===== src/rtl/irq_seq_consts.vh =====
`ifndef IRQ_SEQ_CONSTS_VH
`define IRQ_SEQ_CONSTS_VH

// Register byte offsets
`define REG_FLAGS 8'h00
`define REG_ENABLE 8'h04
`define REG_GLOBAL 8'h08
`define REG_EVT_STATUS 8'h0c
`define REG_EVT_MASK 8'h10
`define REG_STATE 8'h14

// Field positions
`define GLOBAL_EN_BIT 0
`define EVT_ENTRY_BIT 0
`define EVT_RETURN_BIT 1
`define EVT_WAKE_BIT 2
`define EVT_WIDTH 3

// Reset values
`define RST_ENABLE 8'h00
`define RST_EVT_MASK 3'h0

// Timing counts in CPU clock cycles
`define ENTRY_CYCLES 3'h4
`define JUMP_CYCLES 3'h3
`define WAKE_EXTRA_CYCLES 3'h4
`define RETURN_CYCLES 3'h4

// Vector layout
`define VECTOR_STEP 16'h0002

// AXI responses
`define RESP_OKAY 2'b00
`define RESP_SLVERR 2'b10

`endif


===== src/rtl/interrupt_entry_sequencer.v =====
// What this block does
// - Taking an interrupt clears global enable
// - Global enable set in handler allows nesting
// - Flag cleared by hardware when vectoring
// - Writing one clears flag, zero ignored
// - Disabled flag conditions still latch flag
// - Level sources request only while present
// - One main instruction runs after return
// - Status flags never saved or restored
// - Global disable acts in its own cycle
// - Instruction after global enable runs first
// - Entry lasts four cycles, pushes pointer
// - Vector jump completes in three cycles
// - Multi-cycle instruction finishes before entry
// - Wake from sleep adds four cycles
// - Return pops pointer, adds two, enables
// - Needs own enable and global enable
// - Lowest vector wins, reset highest priority
//
// The placing of the registers and register access over AXI4-Lite were decided locally.
`timescale 1ns/1ps
`include "irq_seq_consts.vh"

module interrupt_entry_sequencer #(
    parameter NSRC = 8,
    parameter IW = 3,
    parameter IPW = 16,
    parameter [7:0] LEVEL_MASK = 8'h00,
    parameter [15:0] VECTOR_BASE = 16'h0000
) (
    // Clock and reset
    input wire aclk,
    input wire aresetn,
    // AXI4-Lite write address
    input wire [7:0] s_axi_awaddr,
    input wire s_axi_awvalid,
    output wire s_axi_awready,
    // AXI4-Lite write data
    input wire [31:0] s_axi_wdata,
    input wire [3:0] s_axi_wstrb,
    input wire s_axi_wvalid,
    output wire s_axi_wready,
    // AXI4-Lite write response
    output reg [1:0] s_axi_bresp,
    output reg s_axi_bvalid,
    input wire s_axi_bready,
    // AXI4-Lite read address
    input wire [7:0] s_axi_araddr,
    input wire s_axi_arvalid,
    output wire s_axi_arready,
    // AXI4-Lite read data
    output reg [31:0] s_axi_rdata,
    output reg [1:0] s_axi_rresp,
    output reg s_axi_rvalid,
    input wire s_axi_rready,
    // Peripheral interrupt conditions
    input wire [NSRC-1:0] src_cond,
    // Instruction pipeline
    input wire instr_boundary,
    input wire instr_sei,
    input wire instr_cli,
    input wire return_from_handler_instr,
    input wire core_sleeping,
    input wire startup_done,
    input wire [IPW-1:0] instr_pointer,
    output wire core_hold,
    output wire wake_req,
    output wire vector_load,
    output reg [IPW-1:0] vector_addr,
    output wire handler_start,
    output wire instr_pointer_load,
    output reg [IPW-1:0] instr_pointer_ret,
    // Stack
    output wire stack_push,
    output reg [7:0] stack_wdata,
    output wire stack_pop,
    input wire [7:0] stack_rdata,
    output wire sp_add_two,
    // Interrupt
    output wire irq
);

    localparam [2:0] ST_IDLE = 3'd0;
    localparam [2:0] ST_WAKE = 3'd1;
    localparam [2:0] ST_ENTRY = 3'd2;
    localparam [2:0] ST_JUMP = 3'd3;
    localparam [2:0] ST_RET = 3'd4;

    // Lowest index is lowest vector, so it wins
    function [IW-1:0] first_one;
        input [NSRC-1:0] v;
        integer i;
        begin
            first_one = {IW{1'b0}};
            for (i = NSRC - 1; i >= 0; i = i - 1) begin
                if (v[i]) begin
                    first_one = i[IW-1:0];
                end
            end
        end
    endfunction

    reg [2:0] state_q, state_d;
    reg [2:0] cnt_q, cnt_d;
    reg [NSRC-1:0] flags_q;
    reg [NSRC-1:0] enable_q;
    reg gie_q;
    reg [IW-1:0] sel_q;
    reg [IPW-1:0] ret_q;
    reg ret_exit_q;
    reg [`EVT_WIDTH-1:0] evt_q;
    reg [`EVT_WIDTH-1:0] evt_mask_q;

    // AXI holding registers
    reg aw_full_q, w_full_q;
    reg [7:0] awaddr_q;
    reg [31:0] wdata_q;
    reg [3:0] wstrb_q;

    wire [NSRC-1:0] level_sel = LEVEL_MASK[NSRC-1:0];
    wire [NSRC-1:0] req;
    wire any_req;
    wire [IW-1:0] pick;
    wire gie_eff;
    wire at_boundary;
    wire take;
    wire wake_take;
    wire do_write;
    wire do_read;
    wire last_cnt;

    // Flag sources from flags, level sources from live condition
    assign req = ((flags_q & ~level_sel) | (src_cond & level_sel))
                 & enable_q;
    assign any_req = |req;
    assign pick = first_one(req);
    // Disable acts combinationally so a same-cycle request is refused
    assign gie_eff = gie_q & ~instr_cli;
    // The sei boundary and the first boundary after return are skipped
    assign at_boundary = instr_boundary & ~instr_sei
                         & ~ret_exit_q;
    assign take = (state_q == ST_IDLE) & ~core_sleeping & at_boundary
                  & gie_eff & any_req;
    assign wake_req = (state_q == ST_IDLE) & core_sleeping
                      & gie_eff & any_req;
    assign wake_take = wake_req & startup_done;

    assign last_cnt = (cnt_q == 3'd0);
    assign core_hold = (state_q != ST_IDLE);
    assign stack_push = (state_q == ST_ENTRY)
                        & (cnt_q == 3'd3 || cnt_q == 3'd2);
    assign vector_load = (state_q == ST_ENTRY) & last_cnt;
    assign handler_start = (state_q == ST_JUMP) & last_cnt;
    assign stack_pop = (state_q == ST_RET)
                       & (cnt_q == 3'd2 || cnt_q == 3'd1);
    assign sp_add_two = (state_q == ST_RET) & last_cnt;
    assign instr_pointer_load = (state_q == ST_RET) & last_cnt;
    // Status flags are not touched here; software keeps them

    always @* begin
        state_d = state_q;
        cnt_d = cnt_q;
        if (!last_cnt) begin
            cnt_d = cnt_q - 3'd1;
        end
        case (state_q)
            ST_IDLE: begin
                if (wake_take) begin
                    state_d = ST_WAKE;
                    cnt_d = `WAKE_EXTRA_CYCLES - 3'd1;
                end else if (take) begin
                    state_d = ST_ENTRY;
                    cnt_d = `ENTRY_CYCLES - 3'd1;
                end else if (return_from_handler_instr) begin
                    state_d = ST_RET;
                    cnt_d = `RETURN_CYCLES - 3'd1;
                end
            end
            ST_WAKE: begin
                if (last_cnt) begin
                    state_d = ST_ENTRY;
                    cnt_d = `ENTRY_CYCLES - 3'd1;
                end
            end
            ST_ENTRY: begin
                if (last_cnt) begin
                    state_d = ST_JUMP;
                    cnt_d = `JUMP_CYCLES - 3'd1;
                end
            end
            ST_JUMP: begin
                if (last_cnt) begin
                    state_d = ST_IDLE;
                end
            end
            ST_RET: begin
                if (last_cnt) begin
                    state_d = ST_IDLE;
                end
            end
            default: begin
                state_d = ST_IDLE;
                cnt_d = 3'd0;
            end
        endcase
    end

    always @(posedge aclk) begin
        if (!aresetn) begin
            state_q <= ST_IDLE;
            cnt_q <= 3'd0;
            sel_q <= {IW{1'b0}};
            ret_q <= {IPW{1'b0}};
            ret_exit_q <= 1'b0;
            vector_addr <= {IPW{1'b0}};
            instr_pointer_ret <= {IPW{1'b0}};
            stack_wdata <= 8'h00;
        end else begin
            state_q <= state_d;
            cnt_q <= cnt_d;
            if (state_d == ST_RET && state_q == ST_RET && last_cnt) begin
                ret_exit_q <= 1'b1;
            end else if (state_q == ST_RET && last_cnt) begin
                ret_exit_q <= 1'b1;
            end else if (instr_boundary) begin
                ret_exit_q <= 1'b0;
            end
            if (take | wake_take) begin
                sel_q <= pick;
                ret_q <= instr_pointer;
                stack_wdata <= instr_pointer[7:0];
                // Source i sits i+1 steps above the reset vector
                vector_addr <= VECTOR_BASE + ({{(IPW-IW){1'b0}}, pick}
                               + 16'h0001) * `VECTOR_STEP;
            end
            if (state_q == ST_ENTRY && cnt_q == 3'd3) begin
                stack_wdata <= ret_q[15:8];
            end
            if (stack_pop && cnt_q == 3'd2) begin
                instr_pointer_ret[15:8] <= stack_rdata;
            end
            if (stack_pop && cnt_q == 3'd1) begin
                instr_pointer_ret[7:0] <= stack_rdata;
            end
        end
    end

    // Pending flags: hardware set wins over every clear
    wire [NSRC-1:0] flag_set = src_cond & ~level_sel;
    reg [NSRC-1:0] flag_clr;
    always @* begin
        flag_clr = {NSRC{1'b0}};
        if (take | wake_take) begin
            flag_clr[pick] = 1'b1;
        end
        if (do_write && awaddr_q == `REG_FLAGS && wstrb_q[0]) begin
            flag_clr = flag_clr | wdata_q[NSRC-1:0];
        end
    end

    always @(posedge aclk) begin
        if (!aresetn) begin
            flags_q <= {NSRC{1'b0}};
        end else begin
            flags_q <= (flags_q & ~flag_clr) | flag_set;
        end
    end

    // Global enable: entry and cli beat any set in the same cycle
    always @(posedge aclk) begin
        if (!aresetn) begin
            gie_q <= 1'b0;
        end else if (take | wake_take) begin
            gie_q <= 1'b0;
        end else if (instr_cli) begin
            gie_q <= 1'b0;
        end else if (sp_add_two | instr_sei) begin
            gie_q <= 1'b1;
        end else if (do_write && awaddr_q == `REG_GLOBAL && wstrb_q[0]) begin
            gie_q <= wdata_q[`GLOBAL_EN_BIT];
        end
    end

    // AXI4-Lite slave, one write and one read at a time
    assign s_axi_awready = ~aw_full_q & ~s_axi_bvalid;
    assign s_axi_wready = ~w_full_q & ~s_axi_bvalid;
    assign s_axi_arready = ~s_axi_rvalid;
    assign do_write = aw_full_q & w_full_q & ~s_axi_bvalid;
    assign do_read = s_axi_arvalid & ~s_axi_rvalid;

    function mapped;
        input [7:0] a;
        begin
            mapped = (a == `REG_FLAGS) || (a == `REG_ENABLE)
                     || (a == `REG_GLOBAL) || (a == `REG_EVT_STATUS)
                     || (a == `REG_EVT_MASK) || (a == `REG_STATE);
        end
    endfunction

    always @(posedge aclk) begin
        if (!aresetn) begin
            aw_full_q <= 1'b0;
            w_full_q <= 1'b0;
            awaddr_q <= 8'h00;
            wdata_q <= 32'h00000000;
            wstrb_q <= 4'h0;
            s_axi_bvalid <= 1'b0;
            s_axi_bresp <= `RESP_OKAY;
            enable_q <= `RST_ENABLE;
            evt_mask_q <= `RST_EVT_MASK;
        end else begin
            if (s_axi_awvalid && s_axi_awready) begin
                aw_full_q <= 1'b1;
                awaddr_q <= {s_axi_awaddr[7:2], 2'b00};
            end
            if (s_axi_wvalid && s_axi_wready) begin
                w_full_q <= 1'b1;
                wdata_q <= s_axi_wdata;
                wstrb_q <= s_axi_wstrb;
            end
            if (do_write) begin
                aw_full_q <= 1'b0;
                w_full_q <= 1'b0;
                s_axi_bvalid <= 1'b1;
                s_axi_bresp <= mapped(awaddr_q) ? `RESP_OKAY : `RESP_SLVERR;
                if (awaddr_q == `REG_ENABLE && wstrb_q[0]) begin
                    enable_q <= wdata_q[NSRC-1:0];
                end
                if (awaddr_q == `REG_EVT_MASK && wstrb_q[0]) begin
                    evt_mask_q <= wdata_q[`EVT_WIDTH-1:0];
                end
            end else if (s_axi_bvalid && s_axi_bready) begin
                s_axi_bvalid <= 1'b0;
            end
        end
    end

    // Event status: set wins over the clear that a read makes
    wire [`EVT_WIDTH-1:0] evt_set = {wake_take, sp_add_two, vector_load};
    wire evt_rd_clr = do_read
                      && {s_axi_araddr[7:2], 2'b00} == `REG_EVT_STATUS;

    always @(posedge aclk) begin
        if (!aresetn) begin
            evt_q <= {`EVT_WIDTH{1'b0}};
        end else if (evt_rd_clr) begin
            evt_q <= evt_set;
        end else begin
            evt_q <= evt_q | evt_set;
        end
    end

    assign irq = |(evt_q & evt_mask_q);

    reg [31:0] rd_mux;
    always @* begin
        rd_mux = 32'h00000000;
        case ({s_axi_araddr[7:2], 2'b00})
            `REG_FLAGS: rd_mux[NSRC-1:0] = flags_q;
            `REG_ENABLE: rd_mux[NSRC-1:0] = enable_q;
            `REG_GLOBAL: rd_mux[`GLOBAL_EN_BIT] = gie_q;
            `REG_EVT_STATUS: rd_mux[`EVT_WIDTH-1:0] = evt_q;
            `REG_EVT_MASK: rd_mux[`EVT_WIDTH-1:0] = evt_mask_q;
            `REG_STATE: rd_mux = {21'h000000, sel_q, 5'h00, state_q};
            default: rd_mux = 32'h00000000;
        endcase
    end

    always @(posedge aclk) begin
        if (!aresetn) begin
            s_axi_rvalid <= 1'b0;
            s_axi_rdata <= 32'h00000000;
            s_axi_rresp <= `RESP_OKAY;
        end else if (do_read) begin
            s_axi_rvalid <= 1'b1;
            s_axi_rdata <= rd_mux;
            s_axi_rresp <= mapped({s_axi_araddr[7:2], 2'b00}) ?
                           `RESP_OKAY : `RESP_SLVERR;
        end else if (s_axi_rvalid && s_axi_rready) begin
            s_axi_rvalid <= 1'b0;
        end
    end

endmodule // interrupt_entry_sequencer


===== config.mk =====
export PLATFORM = sky130hd
export DESIGN_NAME = interrupt_entry_sequencer
export DESIGN_NICKNAME = d
export VERILOG_FILES = /design/src/rtl/interrupt_entry_sequencer.v
export VERILOG_INCLUDE_DIRS = /design/src /design/src/rtl
export SDC_FILE = /design/constraint.sdc
export NUM_CORES = 1
export LEC_CHECK = 0
export BUFFER_PORTS_ARGS = -buffer_cell sky130_fd_sc_hd__buf_2
export CORE_ASPECT_RATIO = 0.7
export CORE_MARGIN = 3
export CORE_UTILIZATION = 53
export CTS_CLUSTER_SIZE = 20
export DETAILED_ROUTE_END_ITERATION = 6
export PLACE_DENSITY = 0.89
export SETUP_SLACK_MARGIN = 0.4
export SYNTH_ARGS = -nofsm -noshare
export SYNTH_HDL_FRONTEND = slang
export SYNTH_SLANG_ARGS = --single-unit

===== constraint.sdc =====
create_clock -name aclk -period 3.51 [get_ports aclk]
set_input_delay 0.5265 -clock aclk [delete_from_list [all_inputs] [get_ports aclk]]
set_output_delay 0.5265 -clock aclk [all_outputs]
set_load 0.02 [all_outputs]

==> metrics.md <==
| Metric | Value |
|---|---|
| Number of global-route vias before repair | `4,083` |
| DP Cell Count | `776` |
| Syn Area/Cell | `8.55 um^2` |
| Period utilization | `75.3%` |
| Worst vdd ir | `around 0.00024 V` |
| Gpl congestion | `0.904` |
| Starting Density | `55.7%` |
| Largest stage delay on the critical path | `480 ps` |
| Port buffer count | `120` |
| Die Ht | `85.8 um` |
| Ys flop type | `dfxtp_1` |
| Fillcell total | `696` |
| Largest net degree at the start of global routing | `46` |
| Yosys reg bits | `101` |
| Global-route wire length before repair | `20,300 um` |
| Hold-fix buffers, CTS | `0` |
| Post-Syn Area | `4820 um^2` |
| P_leak | `approximately 2.5 nW` |
| Crit-path cells | `nor3_4, nand3_1, a31oi_1, and2_1, buf_2` |
| Post-route ant nets | `0` |
| Hold Crit Class | `in2reg` |
| Final Non-Filler Cells | `~800` |
| Finished Core Util | `65.3%` |
| Pwr dens | `about 470 nW/um^2` |
| Cell internal pwr | `1.90 mW` |
| P&R area growth vs syn | `17.3%` |
| Reg2Reg Capture Point | `stack_wdata[1]$_SDFFE_PN0P_` |
| Sw power | `0.760 mW` |
| Clock power share | `38.8%` |
| Proportion of layout cells with a drive suffix above 1 | `24.4%` |
| Die width | `about 120 um` |
| Place WS | `911 ps` |
| CTS Buffer Depth | `2` |
| Hold EP | `s_axi_rvalid$_SDFFE_PN0P_` |
| Crit path kind | `reg2out` |
| Cell variety after synth | `60` |
| Ant diodes | `0` |
| Root Buffer | `clkbuf_16` |
| Clk_skew | `between 8 and 9 ps` |
| Remaining DRCs | `0` |
| Final Critical Period | `2640 ps` |
| Vias | `between 4,000 and 5,000` |
| Post-synth EDFFs | `0` |
| Cell depth of the worst flop-to-flop path | `5` |
| Seq pwr share | `46.7%` |
| Gate power share | `roughly 14%` |
| Final Hold Viols | `0` |
| Worst-Skew Late Latency | `350 ps` |
| Unrepaired setup endpoints after global routing | `no` |
| Routed wire length | `12,800 um` |
| CTS tree | `built` |
| Reg-to-Reg Start | `state_q[0]$_SDFF_PN0_` |
| Initial antenna violation count | `0` |
| Pwr Total | `2.66 mW` |
| Hold path depth | `2` |
| Slew margin rel. | `43.6%` |
| CP endpoint kind | `output pin` |
| YS warnings | `0` |
| Routed len/inst | `around 16 um` |
| # rows | `28` |
| Router iterations before antenna repair | `7` |
| 1st-iter DRT viols | `486` |
| Max Clk Rate | `approximately 380 MHz` |
| Hpwl dp | `about 9300 um` |
| CTS buffer count | `9` |
| Total gr overflow | `0` |
| Clock sink count | `just over 100` |
| Seq/Total Area, Yosys | `41.9%` |
| Fin Setup TNS | `0 ps` |
| Final Worst Setup Slack | `868 ps` |
| Hold Path Origin | `s_axi_rready` |
| FFs w/ async S/R, synth | `0%` |
| Fin nets | `slightly below 800` |
| Clock-pin slew on the worst setup and hold paths | `70 ps` |
| Gate Count Post-Synth | `564` |
| Ports | `187` |
| Reg2Reg Setup Slack | `between 1000 and 1500 ps` |
| All-layer global routing usage | `roughly a quarter` |
| Required time of the critical path | `2980 ps` |
| Full die area | `10,300 um^2` |
| Maxcap violations | `0` |
| Crit-path slowest cell | `dfxtp_1` |
| Post-cts repair resize count | `0` |
| Vias per std cell | `roughly 5.6` |
| CP Launch Type | `register` |
| Worst slew pin tran | `between 800 and 900 ps` |
| Slew Limit Fails | `0` |
| Status | `completed` |
| Critical path arrival | `2120 ps` |
| Placeable core area | `8650 um^2` |
| Endpoints failing setup | `0` |
| Htree depth | `3` |
| Sw Ratio | `28.6%` |
| Largest fanout on the critical path | `11` |
==> cell type report <==
cell class | count | area [um^2] | area share, %
multi-input cells | 422 | 2490 | 44.1
flip-flops and latches | 101 | 2020 | 35.8
repair buffers | 125 | 638 | 11.3
clock buffers | 9 | 225 | 3.98
well taps | 120 | 150 | 2.66
clock inverters | 7 | 81.3 | 1.44
inverters | 11 | 41.3 | 0.730
==> timing repair <==
action	CTS	global route
setup buffers	0	3
endpoints found under the setup margin	0	1
endpoints found under the hold margin	0	0
==> power groups by stage <==
stage	Combinational (mW)	Clock, mW	Sequential, mW
6_report	0.385	1.03	1.24
2_1_floorplan	0.279	0	1.27
5_1_grt	0.422	1.09	1.25
3_5_place_dp	0.369	0	1.26
4_1_cts	0.372	1.03	1.24
3_3_place_gp	0.352	0	1.26
==> registers in the layout, indices dropped and copies added (netlist names), 3 cells and up <==
name and cells:
stack_wdata 8, state_q 3, instr_pointer_ret 16, s_axi_rdata 11, awaddr_q 6, ret_q 8
cnt_q 3, vector_addr 4, sel_q 3, evt_q 3, flags_q 8, wdata_q 8
evt_mask_q 3, enable_q 8
==> kinds of logic after synthesis <==
| logic type | after synthesis | share of synthesized area, % |
|---|---|---|
| compound gates | 130 | 17.2 |
| xor+xnor | 3 | 0.545 |
| fa+ha+maj | 8 | 2.08 |
| buf+inv | 75 | 8.95 |
| flops | 101 | 41.9 |
| mux | 38 | 8.10 |
| other cells | 1 | 0.0778 |
| simple gates | 208 | 21.2 |
==> metal layers <==
metal	vias up	global-route usage (%)	wire, um
met3	27	6.66	1180
met2	225	38.6	6010
li1	2116	-	-
met1	2066	32.8	5370
met5	-	0	0
met4	0	7.59	286
==> layout by cell type, fill, tap and decap left out, types with 7 or more instances in the layout <==
master       n
nor2_1      40
nand2_1     93
clkbuf_16    9
ha_1         8
inv_1       10
buf_2      120
conb_1      35
nand3_1     30
o21ai_0     18
o21a_1       9
dfxtp_1    101
and2_1       7
a21oi_1     67
mux2i_1     30
mux2_2       8
==> worst max-delay path, delay by kind of cell, from the launching register on <==
family                 cells  cell delay, ps
AOI/OAI and AO/OA          1             430
and+or+nand+nor            3             680
buffers and inverters      1             170
DFF                        1             480
==> how the worst max path moves through the flow <==
stage | slack, ps | cells past startpoint | from | end
3_5_place_dp | 910 | 4 | state_q[2]$_SDFF_PN0_ | stack_pop
3_3_place_gp | 1020 | 4 | state_q[2]$_SDFF_PN0_ | stack_pop
6_report | 870 | 5 | state_q[0]$_SDFF_PN0_ | wake_req
2_1_floorplan | 1540 | 5 | state_q[0]$_SDFF_PN0_ | sp_add_two
5_1_grt | 770 | 5 | state_q[0]$_SDFF_PN0_ | wake_req
4_1_cts | 530 | 4 | state_q[2]$_SDFF_PN0_ | stack_pop
==> cells in the mapped netlist (5+ instances only) <==
| cell type | number | share of area, % |
|---|---|---|
| a21oi_1 | 67 | 7.0 |
| a22oi_1 | 6 | 0.93 |
| a31oi_1 | 5 | 0.65 |
| and2_1 | 7 | 0.91 |
| buf_4 | 37 | 5.8 |
| clkbuf_1 | 23 | 1.8 |
| dfxtp_1 | 101 | 42 |
| ha_1 | 8 | 2.1 |
| inv_1 | 11 | 0.86 |
| mux2_2 | 8 | 1.9 |
| mux2i_1 | 30 | 6.2 |
| nand2_1 | 93 | 7.2 |
| nand2b_1 | 5 | 0.65 |
| nand3_1 | 30 | 3.1 |
| nor2_1 | 40 | 3.1 |
| nor3_1 | 5 | 0.52 |
| nor4_1 | 5 | 0.65 |
| o21a_1 | 9 | 1.4 |
| o21ai_0 | 18 | 1.9 |
==> through the flow <==
step           hold WS (ps)  area [um^2]
6_report                368         5650
5_1_grt                 350         5650
4_1_cts                 361         5630
3_5_place_dp            443         5320
3_3_place_gp            437         5320
2_1_floorplan           433         4950
Power figures use the tool's default switching activity.
